--- config.mk ---
export PLATFORM = sky130hd
export DESIGN_NAME = can_acceptance_mask_filter
export DESIGN_NICKNAME = d
export VERILOG_FILES = /design/src/pkg/can_mask_pkg.sv /design/src/logic/can_acceptance_mask_filter.sv
export VERILOG_INCLUDE_DIRS = /design/src /design/src/pkg
export SDC_FILE = /design/constraint.sdc
export NUM_CORES = 1
export LEC_CHECK = 0
export ABC_AREA = 0
export BUFFER_PORTS_ARGS = -buffer_cell sky130_fd_sc_hd__buf_2
export CAP_MARGIN = 10
export CORE_AREA = 2 2 222 224
export CTS_CLUSTER_SIZE = 20
export DETAILED_ROUTE_END_ITERATION = 10
export DIE_AREA = 0 0 224 226
export PLACE_DENSITY = 0.52
export REMOVE_ABC_BUFFERS = 1
export SYNTH_ARGS = -nofsm -noshare
export SYNTH_HDL_FRONTEND = slang
export SYNTH_SLANG_ARGS = --single-unit
--- constraint.sdc ---
create_clock -name i_ref_clk -period 7 [get_ports i_ref_clk]
set_clock_uncertainty 0.05 [all_clocks]
set_input_delay 0.35 -clock i_ref_clk [delete_from_list [all_inputs] [get_ports i_ref_clk]]
set_output_delay 0.35 -clock i_ref_clk [all_outputs]
set_load 0.05 [all_outputs]
--- src/pkg/can_mask_params.svh ---
`ifndef CAN_MASK_PARAMS_SVH
`define CAN_MASK_PARAMS_SVH

// register byte offsets on the cpu register port
`define OFS_STD_MASK_BYTE0      8'h06
`define OFS_STD_MASK_BYTE1      8'h07
`define OFS_EXT_MASK_BYTE0      8'h08
`define OFS_EXT_MASK_BYTE1      8'h09
`define OFS_EXT_MASK_BYTE2      8'h0A
`define OFS_EXT_MASK_BYTE3      8'h0B
`define OFS_LAST_MASK_BYTE0     8'h0C
`define OFS_LAST_MASK_BYTE1     8'h0D
`define OFS_LAST_MASK_BYTE2     8'h0E
`define OFS_LAST_MASK_BYTE3     8'h0F
// field layout of the last byte of each mask
`define EXT_BYTE3_RW_MASK       8'hF8
`define STD_BYTE1_RW_MASK       8'hE0
`define STD_BYTE1_RES_ONES      8'h1F
`define LAST_BYTE3_ID_MASK      8'hF8
`define LAST_DIR_BIT            2
`define LAST_FMT_BIT            1
// identifier layout
`define ID_WIDTH                29
`define STD_ID_LSB              18
`define NUM_OBJECTS             15

`endif

--- src/pkg/can_mask_pkg.sv ---
package can_mask_pkg;

    // one arbitration entry of a message object
    typedef struct packed {
        logic        active;
        logic        ext_fmt;
        logic        dir;
        logic [28:0] id;
    } obj_arb_t;

    // one incoming frame header
    typedef struct packed {
        logic        valid;
        logic        ext_fmt;
        logic        remote;
        logic [28:0] id;
    } frame_hdr_t;

    typedef enum logic [1:0] {
        ST_IDLE  = 2'b00,
        ST_LOW   = 2'b01,
        ST_LAST  = 2'b10
    } match_state_t;

endpackage

--- src/logic/can_acceptance_mask_filter.sv ---
`timescale 1ns/1ps
`include "can_mask_params.svh"
// Overview of operation
// - extended global mask one bit forces equality, zero bit accepts either level
// - extended global mask used only for extended frames and extended-format objects
// - reset leaves extended mask bytes; its reserved low bits read zero
// - extended mask bytes hold id 28-21, 20-13, 12-5, then 4-0 in bits 7-3
// - remote frames filtered by global masks; reply uses object's own stored identifier
// - every frame checked; match against an active object is stored
// - last-object local mask one bit forces equality, zero bit is don't-care
// - object 15 considered only after objects 1 to 14 all miss
// - object 15 effective mask is local mask ANDed with global mask
// - direction mask one forces direction match, zero accepts data and remote
// - format mask one forces format match, zero accepts both identifier formats
// - extended access flag low: direction/format bits read 00, act as 11
// - reset leaves local mask bytes; reserved bit zero of last byte reads zero
// - last local byte: id 4-0 in 7-3, direction bit 2, format bit 1
// - object 15 is receive-only, may take both formats and types
// - standard mask only for standard frames/objects, eleven bits cover id 28-18
module can_acceptance_mask_filter #(
    parameter int NUM_OBJ = `NUM_OBJECTS
) (
    input  wire logic                       i_ref_clk,       // system clock
    input  wire logic                       i_rst_n,         // sync reset, active low
    input  wire logic                       i_reg_wr,        // register write strobe
    input  wire logic                       i_reg_rd,        // register read strobe
    input  wire logic [7:0]                 i_reg_addr,      // register byte offset
    input  wire logic [7:0]                 i_reg_wdata,     // write data
    input  wire logic                       i_extended_access_flag, // control register flag
    input  wire can_mask_pkg::frame_hdr_t   i_frame,         // incoming frame header
    input  wire can_mask_pkg::obj_arb_t [NUM_OBJ-1:0] i_obj, // arbitration of objects 1..15
    output logic [7:0]                      o_reg_rdata,     // read data
    output logic                            o_reg_rvalid,    // read data valid
    output logic                            o_match,         // frame accepted pulse
    output logic [3:0]                      o_match_obj,     // accepting object number 1..15
    output logic [28:0]                     o_reply_id,      // stored id of accepting object
    output logic                            o_reply_req      // remote frame answer request
);

    ////////////////////////////////////////////////////////////////////////////
    // mask registers: no reset, contents survive hardware reset
    logic [7:0]  std_mask [2];
    logic [31:0] ext_mask;
    logic [31:0] last_mask;
    logic [7:0]  next_std_mask [2];
    logic [31:0] next_ext_mask;
    logic [31:0] next_last_mask;

    always_comb begin
        next_std_mask[0] = std_mask[0];
        next_std_mask[1] = std_mask[1];
        next_ext_mask    = ext_mask;
        next_last_mask   = last_mask;
        if (i_reg_wr) begin
            case (i_reg_addr)
                `OFS_STD_MASK_BYTE0:  next_std_mask[0]       = i_reg_wdata;
                `OFS_STD_MASK_BYTE1:  next_std_mask[1]       = i_reg_wdata & `STD_BYTE1_RW_MASK;
                `OFS_EXT_MASK_BYTE0:  next_ext_mask[31:24]   = i_reg_wdata;
                `OFS_EXT_MASK_BYTE1:  next_ext_mask[23:16]   = i_reg_wdata;
                `OFS_EXT_MASK_BYTE2:  next_ext_mask[15:8]    = i_reg_wdata;
                `OFS_EXT_MASK_BYTE3:  next_ext_mask[7:0]     = i_reg_wdata & `EXT_BYTE3_RW_MASK;
                `OFS_LAST_MASK_BYTE0: next_last_mask[31:24]  = i_reg_wdata;
                `OFS_LAST_MASK_BYTE1: next_last_mask[23:16]  = i_reg_wdata;
                `OFS_LAST_MASK_BYTE2: next_last_mask[15:8]   = i_reg_wdata;
                `OFS_LAST_MASK_BYTE3: begin
                    // direction/format bits only take writes while extended access is open
                    next_last_mask[7:3] = i_reg_wdata[7:3];
                    next_last_mask[0]   = 1'b0;
                    if (i_extended_access_flag) begin
                        next_last_mask[2:1] = i_reg_wdata[2:1];
                    end
                end
                default: ;
            endcase
        end
    end

    always_ff @(posedge i_ref_clk) begin
        std_mask[0] <= next_std_mask[0];
        std_mask[1] <= next_std_mask[1];
        ext_mask    <= next_ext_mask;
        last_mask   <= next_last_mask;
    end

    ////////////////////////////////////////////////////////////////////////////
    // read port
    logic [7:0] rd_mux;
    logic [7:0] next_rdata;
    logic       next_rvalid;

    always_comb begin
        case (i_reg_addr)
            `OFS_STD_MASK_BYTE0:  rd_mux = std_mask[0];
            `OFS_STD_MASK_BYTE1:  rd_mux = std_mask[1] | `STD_BYTE1_RES_ONES;
            `OFS_EXT_MASK_BYTE0:  rd_mux = ext_mask[31:24];
            `OFS_EXT_MASK_BYTE1:  rd_mux = ext_mask[23:16];
            `OFS_EXT_MASK_BYTE2:  rd_mux = ext_mask[15:8];
            `OFS_EXT_MASK_BYTE3:  rd_mux = ext_mask[7:0] & `EXT_BYTE3_RW_MASK;
            `OFS_LAST_MASK_BYTE0: rd_mux = last_mask[31:24];
            `OFS_LAST_MASK_BYTE1: rd_mux = last_mask[23:16];
            `OFS_LAST_MASK_BYTE2: rd_mux = last_mask[15:8];
            `OFS_LAST_MASK_BYTE3: rd_mux = i_extended_access_flag ?
                                           (last_mask[7:0] & 8'hFE) :
                                           (last_mask[7:0] & `LAST_BYTE3_ID_MASK);
            default:              rd_mux = 8'h00;
        endcase
        next_rdata  = i_reg_rd ? rd_mux : o_reg_rdata;
        next_rvalid = i_reg_rd;
    end

    always_ff @(posedge i_ref_clk) begin
        if (!i_rst_n) begin
            o_reg_rdata  <= 8'h00;
            o_reg_rvalid <= 1'b0;
        end else begin
            o_reg_rdata  <= next_rdata;
            o_reg_rvalid <= next_rvalid;
        end
    end

    ////////////////////////////////////////////////////////////////////////////
    // match comparators, one per object
    logic [28:0] std_glob;
    logic [28:0] ext_glob;
    logic [28:0] local_id_mask;
    logic        eff_dir_mask;
    logic        eff_fmt_mask;
    logic [NUM_OBJ-1:0] hit;

    // standard mask covers only id 28..18; lower positions are don't-care
    assign std_glob      = {std_mask[0], std_mask[1][7:5], 18'h00000};
    assign ext_glob      = ext_mask[31:3];
    assign local_id_mask = last_mask[31:3];
    // with extended access closed the hidden bits behave as must-match
    assign eff_dir_mask  = i_extended_access_flag ? last_mask[`LAST_DIR_BIT] : 1'b1;
    assign eff_fmt_mask  = i_extended_access_flag ? last_mask[`LAST_FMT_BIT] : 1'b1;

    genvar g;
    generate
        for (g = 0; g < NUM_OBJ; g++) begin : gen_cmp
            logic [28:0] glob;
            logic [28:0] eff;
            logic        id_ok;
            // pick the global mask by format; the frame's format selects the mask
            assign glob  = i_frame.ext_fmt ? ext_glob : std_glob;
            if (g == NUM_OBJ - 1) begin : gen_last
                assign eff   = glob & local_id_mask;
                assign id_ok = ~|(eff & (i_frame.id ^ i_obj[g].id));
                // receive only: a hit here never raises a reply, the priority stage drops it
                assign hit[g] = i_frame.valid & i_obj[g].active & id_ok
                              & (~eff_dir_mask | (i_frame.remote == i_obj[g].dir))
                              & (~eff_fmt_mask | (i_frame.ext_fmt == i_obj[g].ext_fmt));
            end else begin : gen_low
                assign eff   = glob;
                assign id_ok = ~|(eff & (i_frame.id ^ i_obj[g].id));
                assign hit[g] = i_frame.valid & i_obj[g].active & id_ok
                              & (i_frame.ext_fmt == i_obj[g].ext_fmt);
            end
        end
    endgenerate

    ////////////////////////////////////////////////////////////////////////////
    // priority: lowest object first, object 15 last
    logic [3:0]  sel_num;
    logic        sel_any;
    logic        next_match;
    logic [3:0]  next_match_obj;
    logic [28:0] next_reply_id;
    logic        next_reply_req;

    always_comb begin
        sel_any = 1'b0;
        sel_num = 4'h0;
        for (int k = NUM_OBJ - 2; k >= 0; k--) begin
            if (hit[k]) begin
                sel_any = 1'b1;
                sel_num = 4'(k + 1);
            end
        end
        if (!sel_any && hit[NUM_OBJ-1]) begin
            sel_any = 1'b1;
            sel_num = 4'(NUM_OBJ);
        end
        next_match     = sel_any;
        next_match_obj = sel_any ? sel_num : 4'h0;
        next_reply_id  = sel_any ? i_obj[sel_num - 4'h1].id : 29'h00000000;
        // a remote frame that hits object 15 gets no answer: it only receives
        next_reply_req = sel_any & i_frame.remote & (sel_num != 4'(NUM_OBJ));
    end

    always_ff @(posedge i_ref_clk) begin
        if (!i_rst_n) begin
            o_match     <= 1'b0;
            o_match_obj <= 4'h0;
            o_reply_id  <= 29'h00000000;
            o_reply_req <= 1'b0;
        end else begin
            o_match     <= next_match;
            o_match_obj <= next_match_obj;
            o_reply_id  <= next_reply_id;
            o_reply_req <= next_reply_req;
        end
    end
endmodule

==> impl_metrics.csv, run 1 <==
group,metric,value,unit
cells_and_area,fin_cells,3012,
grt,grt_first_pass_wirelength,161000,um
timing,finalMaxSlewViolations,0,
worst_setup_path,worstPathCellList,"buf_4 > mux2i_4 > buf_4 > o22ai_1 > nor4_1 > buf_4 > and4_1 > nand3b_1 > or2_1 > o31a_2 > nand2_2 > inv_4 > ha_1 > inv_1 > o2111ai_1 > a21oi_1 > a311o_4 > nor2_8 > nor2_1 > buf_12 > a32oi_1 > buf_4 > a32o_1",
synth,async_reset_ff_share,0,%
die,dieWidth,224,um
route,final_antenna_net_count,0,
worst_setup_path,criticalPathCategory,"in2reg",
timing,worst_relative_slew_slack,24.8,%
power_and_ir_drop,power.ir.vdd_worst,0.196,mV
timing,tightestPinTransition,1120,ps
die,starting_utilization_of_the_core_area,31.3,%
synth,number_of_library_cell_types_mapped_by_synthesis,71,
cts,post_cts_buffers,0,
worst_setup_path,timing.critical_path.mode_cell,"buf_4",
cts,numCtsBuffers,17,
worst_setup_path,worst_path_max_delay_cell,"mux2i_4",
place,place_congestion,1.12,
synth,synth-warning-count,0,
die,top_level_ports,577,
timing,timing.final.crit_period,6060,ps
power_and_ir_drop,total_chip_power,2.87,mW
cells_and_area,seqCellArea,3010,um^2
timing,setup-tns-final,0,ps
route,drtPass1Iterations,9,
route,drc,0,
power_and_ir_drop,total_leakage_power,7.84,nW
grt,overall_track_demand_over_capacity_in_global_routing,47.0,%
outcome,result_of_the_run,"finished, final reports clean",
cts,cts-root-buf,"clkbuf_16",
timing,finalHoldViolCount,0,
worst_setup_path,crit_path_start_kind,"input pin",
timing,setup_viol_count_final,0,
route,via_count,19800,
synth,mappedNetlistArea,15100,um^2
route,drt_wl_total,123000,um
cells_and_area,final_layout_size_suffix_gt1_share,34.1,%
grt,grt.overflow.total,0,
die,core-area,48300,um^2
synth,synthCells,1825,
cts,quantity_of_gates_resized_following_cts,0,
timing,fin_worst_hold_slack,111,ps
place,dp_hpwl,100000,um
die,dieArea,50600,um^2
synth,synth_enable_flop_cells,71,
route,avgRoutedWirePerCell,40.8,um
cells_and_area,area_delta_synth_final,30.9,%
synth,synth_seq_area_share,19.9,%
timing,timing.final.crit_share,86.6,%
cells_and_area,finish.utilization,40.9,%
worst_setup_path,cp_data_required_time,7370,ps
route,detailedRoute.firstIterationViolations,2882,
worst_setup_path,worst_setup_path_end_kind,"register",
cells_and_area,n_fill_cell,5099,
cts,cts_num_sinks,115,
timing,max_freq,165,MHz
job,max_cap_viol_count,0,
place,dpl-instance-area,19200,um^2
place,dpl_worst_slack,764,ps
place,portBuffers,562,
timing,grt_setup_unrepaired,"no",
power_and_ir_drop,power_density,145,nW/um^2
timing,fin_ws,937,ps
cells_and_area,multi_input_comb_area,11400,um^2
grt,antenna_found_initial,8,
worst_hold_path,min-delay-path-class,"in2reg",
cts,cts.hold.buffers_added,0,
synth,ys_seq_elements,115,
synth,synth_top_flop_cell,"edfxtp_1",
cts,path_clk_slew,70,ps
worst_setup_path,worst_path_largest_cell_delay,750,ps
place,placed_instances,2974,
grt,grt_max_degree,94,
route,via_density_per_instance,6.58,
cts,buffers_from_clock_root_to_sink_at_most,2,
die,std_cell_rows,81,
grt,grt_pass1_vias,19100,
worst_setup_path,timing.critical_path.fanout_max,41,
synth,syn-mean-instance-area,8.28,um^2
cts,htree_num_levels,4,
cts,cts_tree,"built",
cells_and_area,nNetsFinal,2906,
cts,worst_skew_pair.late_latency,490,ps
die,floorplan.die.height,226,um
worst_setup_path,worst_ep_arrival_time,6430,ps
cells_and_area,layout.cell_area.non_filler,19800,um^2
[per-layer routing]
| layer | share of wire, % | wire (um) | track usage (%) |
|---|---|---|---|
| met4 | 6.8 | 8370 | 27.4 |
| met5 | 0.013 | 16 | 0 |
| met2 | 44 | 53700 | 73.9 |
| met1 | 38 | 47000 | 57.2 |
| met3 | 11 | 13700 | 13.6 |
[worst max-delay path, delay by kind of cell]
kind                     cells  cell delay, ps
AND/OR/NAND/NOR              7            1790
AO/OA/AOI/OAI                7            1670
adder cells (fa/ha/maj)      1             170
multiplexers                 1             750
buffers and inverters        7            1600
[synth_stat cells, types with 20 or more instances]
| library cell | n | area share, % |
|---|---|---|
| a21oi_1 | 48 | 1.6 |
| o22ai_1 | 246 | 10 |
| mux2i_1 | 83 | 5.5 |
| mux2_2 | 42 | 3.1 |
| nand3_1 | 60 | 2.0 |
| nand2_1 | 108 | 2.7 |
| a31oi_1 | 31 | 1.3 |
| nand4_1 | 34 | 1.4 |
| clkbuf_1 | 84 | 2.1 |
| a22o_1 | 20 | 1.2 |
| dfxtp_1 | 44 | 5.8 |
| o21ai_0 | 52 | 1.7 |
| buf_2 | 68 | 2.3 |
| edfxtp_1 | 71 | 14 |
| xnor2_1 | 409 | 24 |
| nor2_1 | 48 | 1.2 |
| nor4_1 | 56 | 2.3 |
| xor2_1 | 42 | 2.4 |
[registers in the layout, indices dropped and copies added (netlist names)]
signal        count
o_reg_rvalid      1
o_reg_rdata       8
o_reply_id       29
o_reply_req       1
o_match           1
std_mask         11
o_match_obj       4
last_mask        31
ext_mask         29
[kinds of logic (layout without fill, tap and decap cells)]
family          after synthesis  count (layout)  share of synthesized area, %
other cells                   0               6                             0
compound gates              560             560                          25.0
xor+xnor                    451             451                          26.1
mux                         147             147                          10.9
buf+inv                     183             742                          5.63
fa+ha+maj                     2               2                         0.165
flops                       115             115                          19.9
simple gates                367             367                          12.2
[layout by cell type (no fill, tap or decap), types with 11 or more instances in the layout]
cell and count:
a21oi_1 47, o22ai_1 246, o221ai_1 15, buf_2 561, clkbuf_16 17, dfxtp_1 44
a21o_1 18, o31ai_1 11, a221oi_1 19, buf_12 11, and3_1 16, o21ai_0 52
edfxtp_1 71, nand4_1 34, nand3_1 60, nor3_1 13, nor2_1 48, o2111ai_1 12
xor2_1 42, nor4_1 55, a22o_1 20, a31oi_1 31, buf_4 127, mux2i_1 83
xnor2_1 409, a211oi_1 11, a22oi_1 12, mux2_2 42, nand2_1 107
[area by class of cell]
type | instances | area share [%]
Tap cell | 622 | 3.93
Sequential cell | 115 | 15.2
Multi-Input combinational cell | 1527 | 57.5
Timing Repair Buffer | 699 | 20.1
Antenna cell | 6 | 0.0759
Inverter | 11 | 0.221
Clock buffer | 17 | 2.15
Clock inverter | 15 | 0.809
[path summary, 6_finish.rpt]
check | slack, ps | start | endpoint | depth (start not counted)
hold / removal | 110 | i_reg_wdata[2] | std_mask[0][2]$_DFFE_PP_ | 1
setup / recovery | 940 | i_frame[30] | o_reply_id[26]$_SDFF_PN0_ | 23
setup reg to reg | 1020 | std_mask[0][1]$_DFFE_PP_ | o_reply_id[26]$_SDFF_PN0_ | 23
hold reg to reg | 440 | o_reg_rdata[1]$_SDFFE_PN0P_ | o_reg_rdata[1]$_SDFFE_PN0P_ | 2
[power breakdown]
| part | internal (mW) | total (mW) | switching (mW) |
|---|---|---|---|
| sequential | 0.719 | 0.720 | 0.00105 |
| clock | 0.474 | 0.919 | 0.445 |
| combinational | 0.444 | 1.23 | 0.788 |
| total | 1.64 | 2.87 | 1.23 |
Power figures use the tool's default switching activity.
==> run 2, diff against run 1 <==
--- a/config.mk
+++ b/config.mk
@@ -9,11 +9,12 @@
 export ABC_AREA = 0
 export BUFFER_PORTS_ARGS = -buffer_cell sky130_fd_sc_hd__buf_2
 export CAP_MARGIN = 10
-export CORE_AREA = 2 2 222 224
+export CORE_AREA = 2 2 226 228
 export CTS_CLUSTER_SIZE = 20
 export DETAILED_ROUTE_END_ITERATION = 10
-export DIE_AREA = 0 0 224 226
-export PLACE_DENSITY = 0.52
+export DIE_AREA = 0 0 228 230
+export GPL_TIMING_DRIVEN = 0
+export PLACE_DENSITY = 0.53
 export REMOVE_ABC_BUFFERS = 1
 export SYNTH_ARGS = -nofsm -noshare
 export SYNTH_HDL_FRONTEND = slang
==> constraint.sdc (replaced) <==
create_clock -name i_ref_clk -period 4.9 [get_ports i_ref_clk]
set_clock_uncertainty 0.05 [all_clocks]
set_input_delay 0.245 -clock i_ref_clk [delete_from_list [all_inputs] [get_ports i_ref_clk]]
set_output_delay 0.245 -clock i_ref_clk [all_outputs]
set_load 0.05 [all_outputs]
==> impl_metrics.csv, run 2 (synthesis gave the netlist of run 1 again) <==
group,metric,value,unit
die,core-area,49900,um^2
cts,path_clk_slew,80,ps
die,std_cell_rows,82,
worst_setup_path,critical_path.reg2reg.endpoint,"o_reply_id[20]$_SDFF_PN0_",
cells_and_area,registers.top_by_ff_count,"last_mask",
outcome,result_of_the_run,"finished with violations",
timing,setup_viol_count_final,28,
route,drc,2,
die,floorplan.die.height,230,um
grt,grt_first_pass_wirelength,169000,um
grt,grt.overflow.total,0,
worst_setup_path,worstPathBufferInverterCount,5,
cells_and_area,final_layout_size_suffix_gt1_share,39.8,%
route,drt_wl_total,129000,um
die,top_level_ports,577,
cts,numCtsBuffers,17,
timing,worst_relative_slew_slack,22.3,%
worst_setup_path,worst_ep_arrival_time,5580,ps
die,dieArea,52400,um^2
cts,buffers_from_clock_root_to_sink_at_most,2,
route,via_count,20900,
timing,fin_worst_hold_slack,29.0,ps
timing,grt_setup_unrepaired,"yes",
worst_setup_path,crit_family,"compound AO/OA/AOI/OAI gates",
cts,htree_num_levels,4,
timing,timing.final.crit_share,106,%
power_and_ir_drop,total_leakage_power,8.57,nW
route,detailedRoute.firstIterationViolations,3405,
route,route.top_layer_used,"met5",
place,dpl-instance-area,18800,um^2
worst_setup_path,criticalPathCategory,"reg2reg",
route,detailroute.wirelength.met3,17100,um
grt,overall_track_demand_over_capacity_in_global_routing,47.0,%
worst_setup_path,cp_data_required_time,5280,ps
cells_and_area,layout.cell_area.non_filler,22000,um^2
worst_hold_path,timing.hold.worst_endpoint,"o_reply_req$_SDFF_PN0_",
cells_and_area,final_common_cell,"buf_2",
cells_and_area,nNetsFinal,2936,
cells_and_area,fin_cells,3091,
job,max_cap_viol_count,0,
power_and_ir_drop,power_density,198,nW/um^2
timing,timing.final.crit_period,5210,ps
worst_setup_path,worst_setup_path_end_kind,"register",
cells_and_area,top_regs,"last_mask (31), ext_mask (29), o_reply_id (29)",
grt,grt_max_degree,35,
timing,finalMaxSlewViolations,0,
worst_setup_path,timing.critical_path.fanout_max,5,
worst_hold_path,min_from,"i_frame[29]",
cells_and_area,number_of_flip_flops_in_the_largest_register,31,
route,avgRoutedWirePerCell,41.9,um
place,dp_hpwl,95700,um
route,route.met2.wl,54700,um
worst_setup_path,crit_path_start_kind,"register",
timing,max_freq,192,MHz
grt,grt_pass1_vias,20000,
cells_and_area,area_delta_synth_final,45.6,%
timing,finalHoldViolCount,0,
worst_setup_path,worstPathCellList,"mux2i_4 > buf_12 > buf_12 > buf_4 > o22ai_1 > nor3_1 > nand4_1 > and2_1 > nand4_1 > buf_6 > nor3_4 > a21oi_2 > ha_4 > inv_4 > o2111ai_4 > a21oi_4 > a311o_4 > o21ai_1 > a211oi_1 > a311oi_1 > a22o_1",
cts,cts-root-buf,"clkbuf_16",
timing,tightestPinTransition,1160,ps
worst_setup_path,worst_r2r_startpoint,"std_mask[0][2]$_DFFE_PP_",
route,routedLengthMet1,45100,um
cts,cts_tree,"built",
die,dieWidth,228,um
place,placed_instances,2915,
worst_setup_path,worst_path_largest_cell_delay,640,ps
die,starting_utilization_of_the_core_area,30.3,%
cells_and_area,mostFrequentLayoutCells,"buf_2 (561), xnor2_1 (405), o22ai_1 (227), buf_4 (102), nand2_1 (88)",
cts,worst_skew_pair.late_latency,480,ps
place,place_congestion,1.05,
cts,cts_num_sinks,115,
route,drtPass1Iterations,10,
route,via_density_per_instance,6.75,
place,portBuffers,562,
grt,antenna_found_initial,19,
outcome,failed_checks,"design-rule violations, negative setup slack",
route,final_antenna_net_count,0,
power_and_ir_drop,power.ir.vdd_worst,0.232,mV
worst_hold_path,min_delay_path_depth,2,
worst_setup_path,worst_path_max_delay_cell,"o21ai_1",
worst_hold_path,min-delay-path-class,"in2reg",
worst_setup_path,ff2ff_path_depth,21,
worst_setup_path,timing.reg2reg.setup_slack,-310,ps
timing,fin_ws,-308,ps
==> run 2: changes by cell type in the layout (fill, tap and decap cells not counted), moves of 12 or more <==
cell	previous run	this run
o22ai_2	0	13
buf_4	127	102
o22ai_1	246	227
nor4_1	55	33
nand2_8	0	12
buf_16	0	15
nand2_1	107	88
nor4_2	1	16
==> run 2: layout make-up <==
| class | instances | area, um^2 |
|---|---|---|
| inverter | 11 | 65.1 |
| timing repair inverter | 1 | 8.76 |
| clock buffer | 21 | 504 |
| fill | 5050 | 27800 |
| multi-input combinational | 1532 | 12600 |
| sequential | 115 | 3010 |
| antenna | 5 | 12.5 |
| tap | 672 | 841 |
| clock inverter | 11 | 130 |
| timing repair buffer | 723 | 4840 |
==> run 2: layer usage <==
metal / GRT usage, % / vias to the layer above
met4: 35.9 / 22
met5: 0 / -
met2: 71.5 / 2023
met1: 54.7 / 10100
met3: 15.5 / 645
li1: - / 8119
==> run 2: repair_timing <==
| item | 4_1_cts | 5_1_grt |
|---|---|---|
| endpoints found under the setup margin | 31 | 29 |
| gates resized for setup | 132 | 80 |
| hold endpoints to repair | 11 | 0 |
| buffers inserted | 79 | 42 |
| cloned | 13 | 4 |
| hold buffers | 3 | 0 |
| pin swaps | 31 | 38 |
==> run 2: worst max path at each step <==
stage,start,to,cells after the start
after global routing,std_mask[0][7]$_DFFE_PP_,o_reply_id[20]$_SDFF_PN0_,19
after floorplan,ext_mask[21]$_DFFE_PP_,o_reply_id[24]$_SDFF_PN0_,15
final,std_mask[0][2]$_DFFE_PP_,o_reply_id[20]$_SDFF_PN0_,21
after global placement,i_frame[30],o_reply_id[13]$_SDFF_PN0_,15
after detailed placement,i_frame[30],o_reply_id[15]$_SDFF_PN0_,18
after CTS,std_mask[0][6]$_DFFE_PP_,o_reply_id[18]$_SDFF_PN0_,23
==> run 2: where the power goes <==
group | leakage (nW) | switching [mW] | total, mW | internal [mW]
clock | 0.316 | 0.578 | 1.43 | 0.849
combinational | 7.26 | 1.21 | 1.91 | 0.706
sequential | 0.993 | 0.00181 | 1.03 | 1.03
total | 8.57 | 1.79 | 4.37 | 2.58
==> run 2: through the flow <==
step,util (%),total power [mW],setup slack (ps),TNS [ps]
after floorplan,-,1.73,-4250,-121260
after global placement,36.0,2.63,-17280,-509090
after detailed placement,37.7,2.65,-5650,-163410
after CTS,42.3,4.19,5.14,0
after global routing,44.2,4.40,-222,-1990
final,44.2,4.37,-308,-2930
==> run 2: worst reg2reg max path, cell delays in order, from the launching register on <==
cell and delay, ps:
edfxtp_1 440, mux2i_4 220, buf_12 160, buf_12 120, buf_4 150, o22ai_1 80, nor3_1 450, nand4_1 360
and2_1 310, nand4_1 180, buf_6 150, nor3_4 40, a21oi_2 210, ha_4 200, inv_4 50, o2111ai_4 90
a21oi_4 60, a311o_4 440, o21ai_1 640, a211oi_1 120, a311oi_1 420, a22o_1 230
